==> src/rtl/ats_consts.vh <==
// Register map, field positions, reset values and encodings of the trigger sequencer
`ifndef ATS_CONSTS_VH
`define ATS_CONSTS_VH

// ------------------------------------------------------------
// Register offsets (byte addresses)
// ------------------------------------------------------------
`define ATS_REG_CTRL      12'h000
`define ATS_REG_STATUS    12'h004
`define ATS_REG_RECLEN    12'h008
`define ATS_REG_REFPCT    12'h00c
`define ATS_REG_NUMREC    12'h010
`define ATS_REG_TRIGCFG   12'h014
`define ATS_REG_LEVEL     12'h018
`define ATS_REG_HYST      12'h01c
`define ATS_REG_HOLDOFF   12'h020
`define ATS_REG_DELAY     12'h024
`define ATS_REG_RECDONE   12'h028

// ------------------------------------------------------------
// Fields
// ------------------------------------------------------------
`define ATS_CTRL_INIT     0
`define ATS_CTRL_ABORT    1
`define ATS_CTRL_RTONLY   2
`define ATS_CTRL_ETS      3
// TRIGCFG: [1:0] reference type, [2] slope, [4:3] start src, [6:5] advance src
`define ATS_TYPE_IMM      2'h0
`define ATS_TYPE_DIG      2'h1
`define ATS_TYPE_EDGE     2'h2
`define ATS_TYPE_HYST     2'h3
`define ATS_SRC_IMM       2'h0
`define ATS_SRC_DIG       2'h1
`define ATS_SLOPE_RISE    1'b0

// ------------------------------------------------------------
// Reset values and the percentage full scale
// ------------------------------------------------------------
`define ATS_RST_RECLEN    32'h0000_0400
`define ATS_RST_REFPCT    7'h32
`define ATS_RST_NUMREC    16'h0001
`define ATS_RST_TRIGCFG   7'h00
`define ATS_RST_RTONLY    1'b1
`define ATS_PCT_FULL      7'h64

`endif

==> src/rtl/ats_sequencer.v <==
// Acquisition trigger and record sequencer with APB registers and output buffer
// What this block does
// - After init, wait for the start trigger; start source defaults to immediate.
// - Start trigger begins collecting pre-trigger samples into the record.
// - Reference trigger is watched only once pre-trigger samples are complete.
// - On reference trigger, collect post-trigger samples, then close the record.
// - Records after the first start on the advance source, default immediate.
// - Acquire exactly the configured number of records, then report complete; a count of zero still acquires one record.
// - Reference position is a percentage of record length, default fifty.
// - Real-time-only flag, default true, forbids equivalent-time mode.
// - Digital reference triggering is refused in equivalent-time mode.
// - Edge triggers fire on rising or falling transition per slope, default rising.
// - Analog edge fires when comparator shows threshold crossed in chosen direction.
// - Hysteresis band on both sides of the threshold comes from the front-end band comparator pins, not from the HYST register.
// - Hysteresis fires after band edge passed, slope direction, then threshold crossed.
// - After a reference trigger, further reference triggers are ignored for holdoff cycles, default zero.
// - A reference trigger is acted on after the programmed delay, default zero.
// - Immediate triggering fires internally with no external condition.
//
// The implementer's own choices: the placing of the registers and the APB slave port.
`timescale 1ns/1ps
`include "ats_consts.vh"

module ats_sequencer #(
  parameter DW = 16,
  parameter CW = 32
) (
  // APB slave
  input wire pclk,
  input wire presetn,
  input wire psel,
  input wire penable,
  input wire pwrite,
  input wire [11:0] paddr,
  input wire [31:0] pwdata,
  output reg [31:0] prdata,
  output wire pready,
  output wire pslverr,
  // Front end (asynchronous pins)
  input wire [DW-1:0] fe_sample,
  input wire fe_dig_trig,
  input wire fe_above_level,
  input wire fe_above_band,
  input wire fe_below_band,
  // Sample output stream
  output wire out_valid,
  input wire out_ready,
  output wire [DW-1:0] out_data,
  output wire out_last,
  output wire out_ref
);

  // ------------------------------------------------------------
  // States
  // ------------------------------------------------------------
  localparam S_IDLE = 5'h01;
  localparam S_WAIT_START = 5'h02;
  localparam S_PRE = 5'h04;
  localparam S_WAIT_REF = 5'h08;
  localparam S_POST = 5'h10;

  // ------------------------------------------------------------
  // Configuration and status registers
  // ------------------------------------------------------------
  reg [31:0] rec_len;
  reg [6:0] ref_pct;
  reg [15:0] num_rec;
  reg [6:0] trig_cfg;
  reg [31:0] level_cfg;
  reg [31:0] hyst_cfg;
  reg [CW-1:0] holdoff_cfg;
  reg [CW-1:0] delay_cfg;
  reg rt_only;
  reg ets_req;
  reg [4:0] state;
  reg [15:0] rec_done;
  reg acq_done;
  reg ref_refused;

  wire wr = psel & penable & pwrite;
  wire init_pulse = wr && paddr == `ATS_REG_CTRL && pwdata[`ATS_CTRL_INIT];
  wire abort_pulse = wr && paddr == `ATS_REG_CTRL && pwdata[`ATS_CTRL_ABORT];
  wire ets_mode = ets_req & ~rt_only;
  wire [1:0] ref_type = trig_cfg[1:0];
  wire slope = trig_cfg[2];
  wire [1:0] start_src = trig_cfg[4:3];
  wire [1:0] adv_src = trig_cfg[6:5];

  assign pready = 1'b1;
  assign pslverr = 1'b0;

  always @(posedge pclk or negedge presetn) begin
    if (!presetn) begin
      rec_len <= `ATS_RST_RECLEN;
      ref_pct <= `ATS_RST_REFPCT;
      num_rec <= `ATS_RST_NUMREC;
      trig_cfg <= `ATS_RST_TRIGCFG;
      level_cfg <= 32'h0000_0000;
      hyst_cfg <= 32'h0000_0000;
      holdoff_cfg <= {CW{1'b0}};
      delay_cfg <= {CW{1'b0}};
      rt_only <= `ATS_RST_RTONLY;
      ets_req <= 1'b0;
    end else if (wr) begin
      case (paddr)
        `ATS_REG_CTRL: begin
          rt_only <= pwdata[`ATS_CTRL_RTONLY];
          ets_req <= pwdata[`ATS_CTRL_ETS];
        end
        `ATS_REG_RECLEN: rec_len <= pwdata;
        `ATS_REG_REFPCT: begin
          ref_pct <= (pwdata[6:0] > `ATS_PCT_FULL) ? `ATS_PCT_FULL : pwdata[6:0];
        end
        `ATS_REG_NUMREC: num_rec <= pwdata[15:0];
        `ATS_REG_TRIGCFG: trig_cfg <= pwdata[6:0];
        `ATS_REG_LEVEL: level_cfg <= pwdata;
        `ATS_REG_HYST: hyst_cfg <= pwdata;
        `ATS_REG_HOLDOFF: holdoff_cfg <= pwdata[CW-1:0];
        `ATS_REG_DELAY: delay_cfg <= pwdata[CW-1:0];
        default: ;
      endcase
    end
  end

  // ------------------------------------------------------------
  // Read mux
  // ------------------------------------------------------------
  always @* begin
    prdata = 32'h0000_0000;
    case (paddr)
      `ATS_REG_CTRL: prdata = {28'h0, ets_req, rt_only, 2'b00};
      `ATS_REG_STATUS: prdata = {25'h0, ref_refused, acq_done, state};
      `ATS_REG_RECLEN: prdata = rec_len;
      `ATS_REG_REFPCT: prdata = {25'h0, ref_pct};
      `ATS_REG_NUMREC: prdata = {16'h0, num_rec};
      `ATS_REG_TRIGCFG: prdata = {25'h0, trig_cfg};
      `ATS_REG_LEVEL: prdata = level_cfg;
      `ATS_REG_HYST: prdata = hyst_cfg;
      `ATS_REG_HOLDOFF: prdata[CW-1:0] = holdoff_cfg;
      `ATS_REG_DELAY: prdata[CW-1:0] = delay_cfg;
      `ATS_REG_RECDONE: prdata = {16'h0, rec_done};
      default: prdata = 32'h0000_0000;
    endcase
  end

  // ------------------------------------------------------------
  // Pin synchronisers
  // ------------------------------------------------------------
  // Sample word is assumed stable around the flag edges of the front end
  reg [DW+3:0] sync1;
  reg [DW+3:0] sync2;
  always @(posedge pclk or negedge presetn) begin
    if (!presetn) begin
      sync1 <= {(DW+4){1'b0}};
      sync2 <= {(DW+4){1'b0}};
    end else begin
      sync1 <= {fe_sample, fe_dig_trig, fe_above_level, fe_above_band, fe_below_band};
      sync2 <= sync1;
    end
  end
  wire [DW-1:0] smp = sync2[DW+3:4];
  wire dig_s = sync2[3];
  wire lvl_s = sync2[2];
  wire hi_s = sync2[1];
  wire lo_s = sync2[0];

  wire hyst_fire;
  reg dig_d;
  reg lvl_d;
  reg armed_h;
  always @(posedge pclk or negedge presetn) begin
    if (!presetn) begin
      dig_d <= 1'b0;
      lvl_d <= 1'b0;
      armed_h <= 1'b0;
    end else begin
      dig_d <= dig_s;
      lvl_d <= lvl_s;
      if (state != S_WAIT_REF)
        armed_h <= 1'b0;
      else if (slope == `ATS_SLOPE_RISE ? lo_s : hi_s)
        armed_h <= 1'b1;
      else if (hyst_fire)
        armed_h <= 1'b0;
    end
  end

  // ------------------------------------------------------------
  // Trigger detection
  // ------------------------------------------------------------
  function edge_sel;
    input cur;
    input prev;
    input slp;
    begin
      edge_sel = (slp == `ATS_SLOPE_RISE) ? (cur & ~prev) : (~cur & prev);
    end
  endfunction

  wire dig_edge = edge_sel(dig_s, dig_d, slope);
  wire lvl_edge = edge_sel(lvl_s, lvl_d, slope);
  assign hyst_fire = armed_h & lvl_edge;

  wire dig_refused = ets_mode && ref_type == `ATS_TYPE_DIG;
  reg raw_ref;
  always @* begin
    case (ref_type)
      `ATS_TYPE_IMM: raw_ref = 1'b1;
      `ATS_TYPE_DIG: raw_ref = dig_edge & ~dig_refused;
      `ATS_TYPE_EDGE: raw_ref = lvl_edge;
      `ATS_TYPE_HYST: raw_ref = hyst_fire;
      default: raw_ref = 1'b0;
    endcase
  end

  function src_fire;
    input [1:0] src;
    input dedge;
    begin
      src_fire = (src == `ATS_SRC_IMM) | ((src == `ATS_SRC_DIG) & dedge);
    end
  endfunction

  // ------------------------------------------------------------
  // Holdoff and delay
  // ------------------------------------------------------------
  reg [CW-1:0] hold_cnt;
  reg [CW-1:0] dly_cnt;
  reg dly_busy;
  wire ref_seen = (state == S_WAIT_REF) && !dly_busy && raw_ref && hold_cnt == {CW{1'b0}};
  wire ref_go = (ref_seen && delay_cfg == {CW{1'b0}}) ||
                (dly_busy && dly_cnt == {CW{1'b0}});

  // ------------------------------------------------------------
  // Sequencer
  // ------------------------------------------------------------
  reg [31:0] pre_cnt;
  reg [31:0] post_cnt;
  reg [31:0] pre_need;
  reg [4:0] next_state;
  wire buf_ready;
  wire take = buf_ready;
  wire [38:0] pre_prod = rec_len * ref_pct;
  wire [38:0] pre_quot = pre_prod / `ATS_PCT_FULL;
  wire [31:0] pre_calc = pre_quot[31:0];

  wire start_ev = (rec_done == 16'h0000) ? src_fire(start_src, dig_edge)
                                         : src_fire(adv_src, dig_edge);

  always @* begin
    next_state = state;
    case (state)
      S_IDLE: if (init_pulse) next_state = S_WAIT_START;
      S_WAIT_START: if (start_ev) next_state = S_PRE;
      S_PRE: if (take && pre_cnt + 32'h1 >= pre_need) next_state = S_WAIT_REF;
      S_WAIT_REF: if (ref_go) next_state = S_POST;
      S_POST: if (take && post_cnt <= 32'h1) next_state = S_WAIT_START;
      default: next_state = S_IDLE;
    endcase
    if (state == S_PRE && pre_need == 32'h0) next_state = S_WAIT_REF;
    if (state == S_POST && next_state == S_WAIT_START && rec_done + 16'h1 >= num_rec)
      next_state = S_IDLE;
    if (abort_pulse) next_state = S_IDLE;
  end

  always @(posedge pclk or negedge presetn) begin
    if (!presetn) begin
      state <= S_IDLE;
      pre_cnt <= 32'h0;
      post_cnt <= 32'h0;
      pre_need <= 32'h0;
      rec_done <= 16'h0;
      acq_done <= 1'b0;
      ref_refused <= 1'b0;
      hold_cnt <= {CW{1'b0}};
      dly_cnt <= {CW{1'b0}};
      dly_busy <= 1'b0;
    end else begin
      state <= next_state;
      ref_refused <= dig_refused;
      if (init_pulse) begin
        rec_done <= 16'h0;
        acq_done <= 1'b0;
      end
      if (state == S_WAIT_START && next_state == S_PRE) begin
        pre_cnt <= 32'h0;
        pre_need <= pre_calc;
        post_cnt <= rec_len - pre_calc;
      end
      if (state == S_PRE && take) pre_cnt <= pre_cnt + 32'h1;
      if (state == S_POST && take) post_cnt <= post_cnt - 32'h1;
      if (state == S_POST && next_state != S_POST) begin
        rec_done <= rec_done + 16'h1;
        if (next_state == S_IDLE && !abort_pulse) acq_done <= 1'b1;
      end
      if (ref_seen)
        hold_cnt <= holdoff_cfg;
      else if (hold_cnt != {CW{1'b0}})
        hold_cnt <= hold_cnt - {{(CW-1){1'b0}}, 1'b1};
      if (ref_seen && delay_cfg != {CW{1'b0}}) begin
        dly_busy <= 1'b1;
        dly_cnt <= delay_cfg - {{(CW-1){1'b0}}, 1'b1};
      end else if (dly_busy) begin
        if (dly_cnt == {CW{1'b0}} || state != S_WAIT_REF)
          dly_busy <= 1'b0;
        else
          dly_cnt <= dly_cnt - {{(CW-1){1'b0}}, 1'b1};
      end
    end
  end

  // ------------------------------------------------------------
  // Two-entry output buffer
  // ------------------------------------------------------------
  // Pre-trigger samples stall rather than drop when the sink back-pressures
  wire capturing = (state == S_PRE && pre_need != 32'h0) || state == S_POST;
  wire in_last = state == S_POST && post_cnt <= 32'h1;
  wire in_ref = state == S_POST && post_cnt == rec_len - pre_need;
  reg [DW+1:0] mem [0:1];
  reg wp;
  reg rp;
  reg [1:0] cnt;
  wire push = capturing & buf_ready;
  wire pop = out_valid & out_ready;
  assign buf_ready = cnt != 2'h2;
  assign out_valid = cnt != 2'h0;
  assign out_data = mem[rp][DW+1:2];
  assign out_last = mem[rp][1];
  assign out_ref = mem[rp][0];

  always @(posedge pclk or negedge presetn) begin
    if (!presetn) begin
      mem[0] <= {(DW+2){1'b0}};
      mem[1] <= {(DW+2){1'b0}};
      wp <= 1'b0;
      rp <= 1'b0;
      cnt <= 2'h0;
    end else begin
      if (push) begin
        mem[wp] <= {smp, in_last, in_ref};
        wp <= ~wp;
      end
      if (pop) rp <= ~rp;
      cnt <= cnt + {1'b0, push} - {1'b0, pop};
    end
  end

endmodule

==> config.mk <==
export PLATFORM = sky130hd
export DESIGN_NAME = ats_sequencer
export DESIGN_NICKNAME = d
export VERILOG_FILES = /design/src/rtl/ats_sequencer.v
export VERILOG_INCLUDE_DIRS = /design/src /design/src/rtl
export SDC_FILE = /design/constraint.sdc
export NUM_CORES = 2
export LEC_CHECK = 0
export ABC_AREA = 1
export BUFFER_PORTS_ARGS = -buffer_cell sky130_fd_sc_hd__buf_4
export CORE_ASPECT_RATIO = 0.9
export CORE_MARGIN = 8
export CORE_UTILIZATION = 55
export CTS_BUF_LIST = sky130_fd_sc_hd__clkbuf_8
export CTS_CLUSTER_SIZE = 30
export DETAILED_ROUTE_END_ITERATION = 6
export PLACE_DENSITY = 0.73
export SYNTH_ARGS = -nofsm -noshare
export SYNTH_HDL_FRONTEND = slang
export SYNTH_SLANG_ARGS = --single-unit
==> constraint.sdc <==
create_clock -name pclk -period 20.1 [get_ports pclk]
set_input_delay 2.01 -clock pclk [delete_from_list [all_inputs] [get_ports pclk]]
set_output_delay 2.01 -clock pclk [all_outputs]
set_load 0.02 [all_outputs]
==> flow_summary.yaml <==
clock_tree:
  cts_htree_levels: 3
  cts-buffers-inserted: 83
  clock_path_buffers: 3
  clock-sinks: 459
  clk-insertion-delay-late_ns: 0.70
  root_buffer: "sky130_fd_sc_hd__clkbuf_8"
  postCtsHoldBufs: 0
  clock_pin_slew_on_the_worst_setup_and_hold_paths_ns: 0.09
  cts_tree: "yes"
drt:
  initial_drt_pass_iterations: 7
  drt-vias-per-instance: 5.52
  average_wire_length_per_cell_after_detail_routing_um: 17.5
  routed_wirelength_um: 124000
  num_vias: 39400
  number_of_remaining_drc_errors: 2
  drt_iter0_drc: 3349
  antenna_nets_post_route: 0
sta:
  fmax_mhz: 43.3
  min_period_over_period_pct: 115
  timing_max_transition_violations_final: 0
  number_of_setup_violations_in_the_final_report: 29
  worst-slew-pin-transition_ns: 1.24
  max_slew_margin_pct: 16.9
  setup_slack_after_layout_ns: -2.99
  hold_viol_final: 0
  grt_setup_unrepaired: "true"
  clk_skew_ns: 0.0454
  post-route-min-period_ns: 23.09
worst_setup_path:
  cp_max_fo: 9
  critical_path_arrival_ns: 23.71
  timing.critical_path.mode_cell: "sky130_fd_sc_hd__nand2_4"
  critical_path.startpoint_type: "flip-flop"
  setup.worst_path.class: "reg2reg"
  critical_path.max_stage_delay_ns: 0.58
  crit_required_ns: 20.73
  critPathTopFamily: "simple AND/OR/NAND/NOR gates"
  critPathCaptureType: "flip-flop"
  critical-path-slowest-cell: "sky130_fd_sc_hd__dfstp_2"
  cp.buffers_inverters: 38
global_routing:
  grt.overflow.total: 0
  largest_net_degree_at_the_start_of_global_routing: 169
  grt.total_usage_pct: 29.3
  first_global_vias: 37800
  grt_first_pass_wirelength_um: 196000
  antenna_violations_before_repair: 2
synthesis:
  mappedNetlistArea_um2: 39400
  yosysWarnings: 0
  count_of_flip_flops_with_a_built_in_enable_after_synthesis: 0
  synth-seq-area-share_pct: 29.1
  number_of_distinct_library_cell_variants_in_the_gate_level_netlist_after_synthesis: 74
  ys_dominant_reg_cell: "sky130_fd_sc_hd__dfrtp_1"
  ys_async_sr_fraction_pct: 100
  ys_seq_elements: 459
  synthCells: 5409
  syn_avg_cell_area_um2: 7.29
  synthesis.nets: 5806
placement:
  place.gp.congestion: 0.964
  detailedPlacementHpwl_um: 87500
  placed_area_um2: 44900
  dp_worst_setup_slack_ns: -2.39
  io_buffer_count: 120
power_and_ir_drop:
  flop_pwr_share_pct: 42.5
  post-layout-total-power_mw: 2.20
  netSwitchingPower_uw: 583
  vdd_ir_drop_max_v: 0.0000382
  intPower_mw: 1.62
  p_clk_share_pct: 44.8
  switching_share_pct: 26.4
  power-per-cell-area_nw_per_um2: 43.5
  power_leakage_nw: 28.3
  power.share.combinational_pct: 12.7
final_layout:
  post-route-cell-area_um2: 50700
  areaGrowthSynthToFinish_pct: 28.6
  count_of_nets_after_finishing: 6500
  drive_gt1_share_pct: 27.6
  final.fill_count: 5501
  post-route-util_pct: 71.1
floorplanning:
  floorplan.core_area_um2: 71300
  die_width_um: 298
  starting_density_of_the_core_pct: 55.3
  floorplan.rows: 93
  die_area_um2: 80500
  top_level_ports: 123
  dieHeight_um: 270
min_path:
  hold_path_class: "reg2reg"
run_status:
  status: "finished with violations"
  failing_checks: "DRC, setup timing"
flow_run:
  max_capacitance_violation_count: 0
[what timing repair did]
item                       4_1_cts  5_1_grt
buffers inserted               145       55
pin swaps                      100      151
gates resized for setup        276      279
setup endpoints to repair       22       34
cloned                           3        1
[flip-flops by register name, summed over array words and instances, names as in the netlist, 5 cells and up]
name	cells
sync2	20
dly_cnt	32
pre_need	32
trig_cfg	7
num_rec	16
delay_cfg	32
state	5
hold_cnt	32
post_cnt	32
rec_done	16
ref_pct	7
rec_len	32
level_cfg	32
hyst_cfg	32
pre_cnt	32
mem	36
sync1	20
holdoff_cfg	32
[synthesized netlist by cell type, drive strengths merged (103+ instances only)]
| library cell | number | area share, % |
|---|---|---|
| a21oi | 176 | 2.3 |
| clkbuf | 151 | 1.4 |
| dfrtp | 452 | 29 |
| fa | 151 | 7.7 |
| ha | 176 | 5.6 |
| inv | 939 | 8.9 |
| nand2 | 1594 | 18 |
| nand3 | 241 | 3.6 |
| nand4 | 103 | 2.1 |
| nor2 | 355 | 3.9 |
| o21ai | 473 | 6.0 |
| xor2 | 145 | 3.2 |
[power by group through the flow]
stage | sequential (mW) | combinational [mW] | clock, mW
after floorplan | 0.952 | 0.0848 | 0
after global placement | 0.952 | 0.158 | 0
after detailed placement | 0.953 | 0.160 | 0
after CTS | 0.936 | 0.247 | 0.997
after global routing | 0.936 | 0.300 | 1.04
final | 0.936 | 0.280 | 0.989
[per-stage QoR]
step / setup TNS (ns) / hold WS, ns / instances
2_1_floorplan: -0.461 / 0.331 / 5409
3_3_place_gp: -11.17 / 0.331 / 6766
3_5_place_dp: -24.35 / 0.335 / 6766
4_1_cts: -25.50 / 0.348 / 7067
5_1_grt: -93.00 / 0.352 / 7124
6_report: -49.25 / 0.345 / 7125
[layer usage]
layer | GRT usage, % | vias up | share of wire, %
met2 | 45.8 | 1644 | 45
met4 | 10.8 | 2 | 4.3
met5 | 0 | - | 0.010
met1 | 40.3 | 18700 | 42
met3 | 5.37 | 358 | 8.6
li1 | - | 18700 | -
[final timing paths]
kind / depth (start not counted) / slack [ns] / end / start
setup / recovery: 193 / -2.99 / post_cnt[8] / ref_pct[5]
hold reg to reg: 0 / 0.35 / sync2[19] / sync1[19]
min in group asynchronous: 1 / 1.38 / rec_done[8] / presetn
hold / removal: 0 / 0.35 / sync2[19] / sync1[19]
setup reg to reg: 193 / -2.99 / post_cnt[8] / ref_pct[5]
max in group asynchronous: 4 / 15.75 / hyst_cfg[30] / presetn
[cells by family (layout without fill, tap and decap cells)]
kind of cell,after synthesis,count (layout),synth area share [%]
other,2,5,0.0190
AOI/OAI and AO/OA,879,879,12.9
DFF,459,459,29.1
buffers and inverters,1111,1874,10.7
xor gates and xnor gates,204,204,4.55
adders and majority gates,327,327,13.2
muxes,2,2,0.0539
and+or+nand+nor,2425,2425,29.5
[layout by cell type (no fill, tap or decap), types with 80 or more instances in the layout]
master	count
sky130_fd_sc_hd__nand2_1	1212
sky130_fd_sc_hd__fa_1	148
sky130_fd_sc_hd__nand2_2	196
sky130_fd_sc_hd__dfrtp_1	452
sky130_fd_sc_hd__nor2_1	280
sky130_fd_sc_hd__ha_1	147
sky130_fd_sc_hd__nand2_4	164
sky130_fd_sc_hd__nand3_1	156
sky130_fd_sc_hd__buf_4	718
sky130_fd_sc_hd__inv_1	872
sky130_fd_sc_hd__inv_2	84
sky130_fd_sc_hd__nand4_1	80
sky130_fd_sc_hd__clkbuf_8	101
sky130_fd_sc_hd__o21ai_0	401
sky130_fd_sc_hd__xor2_1	138
sky130_fd_sc_hd__a21oi_1	140
[final cells by class]
class                           instances  area, µm²  area share (%)
Clock buffer                          101       1390            2.74
Antenna cell                            3       7.51          0.0148
Inverter                              950       3600            7.11
Sequential cell                       459      11500            22.7
Clock inverter                         53        443           0.873
Tap cell                              950       1190            2.34
Timing Repair Buffer                  770       6180            12.2
Multi-Input combinational cell       3839      26400            52.1
(Power assumes the default switching activity.)
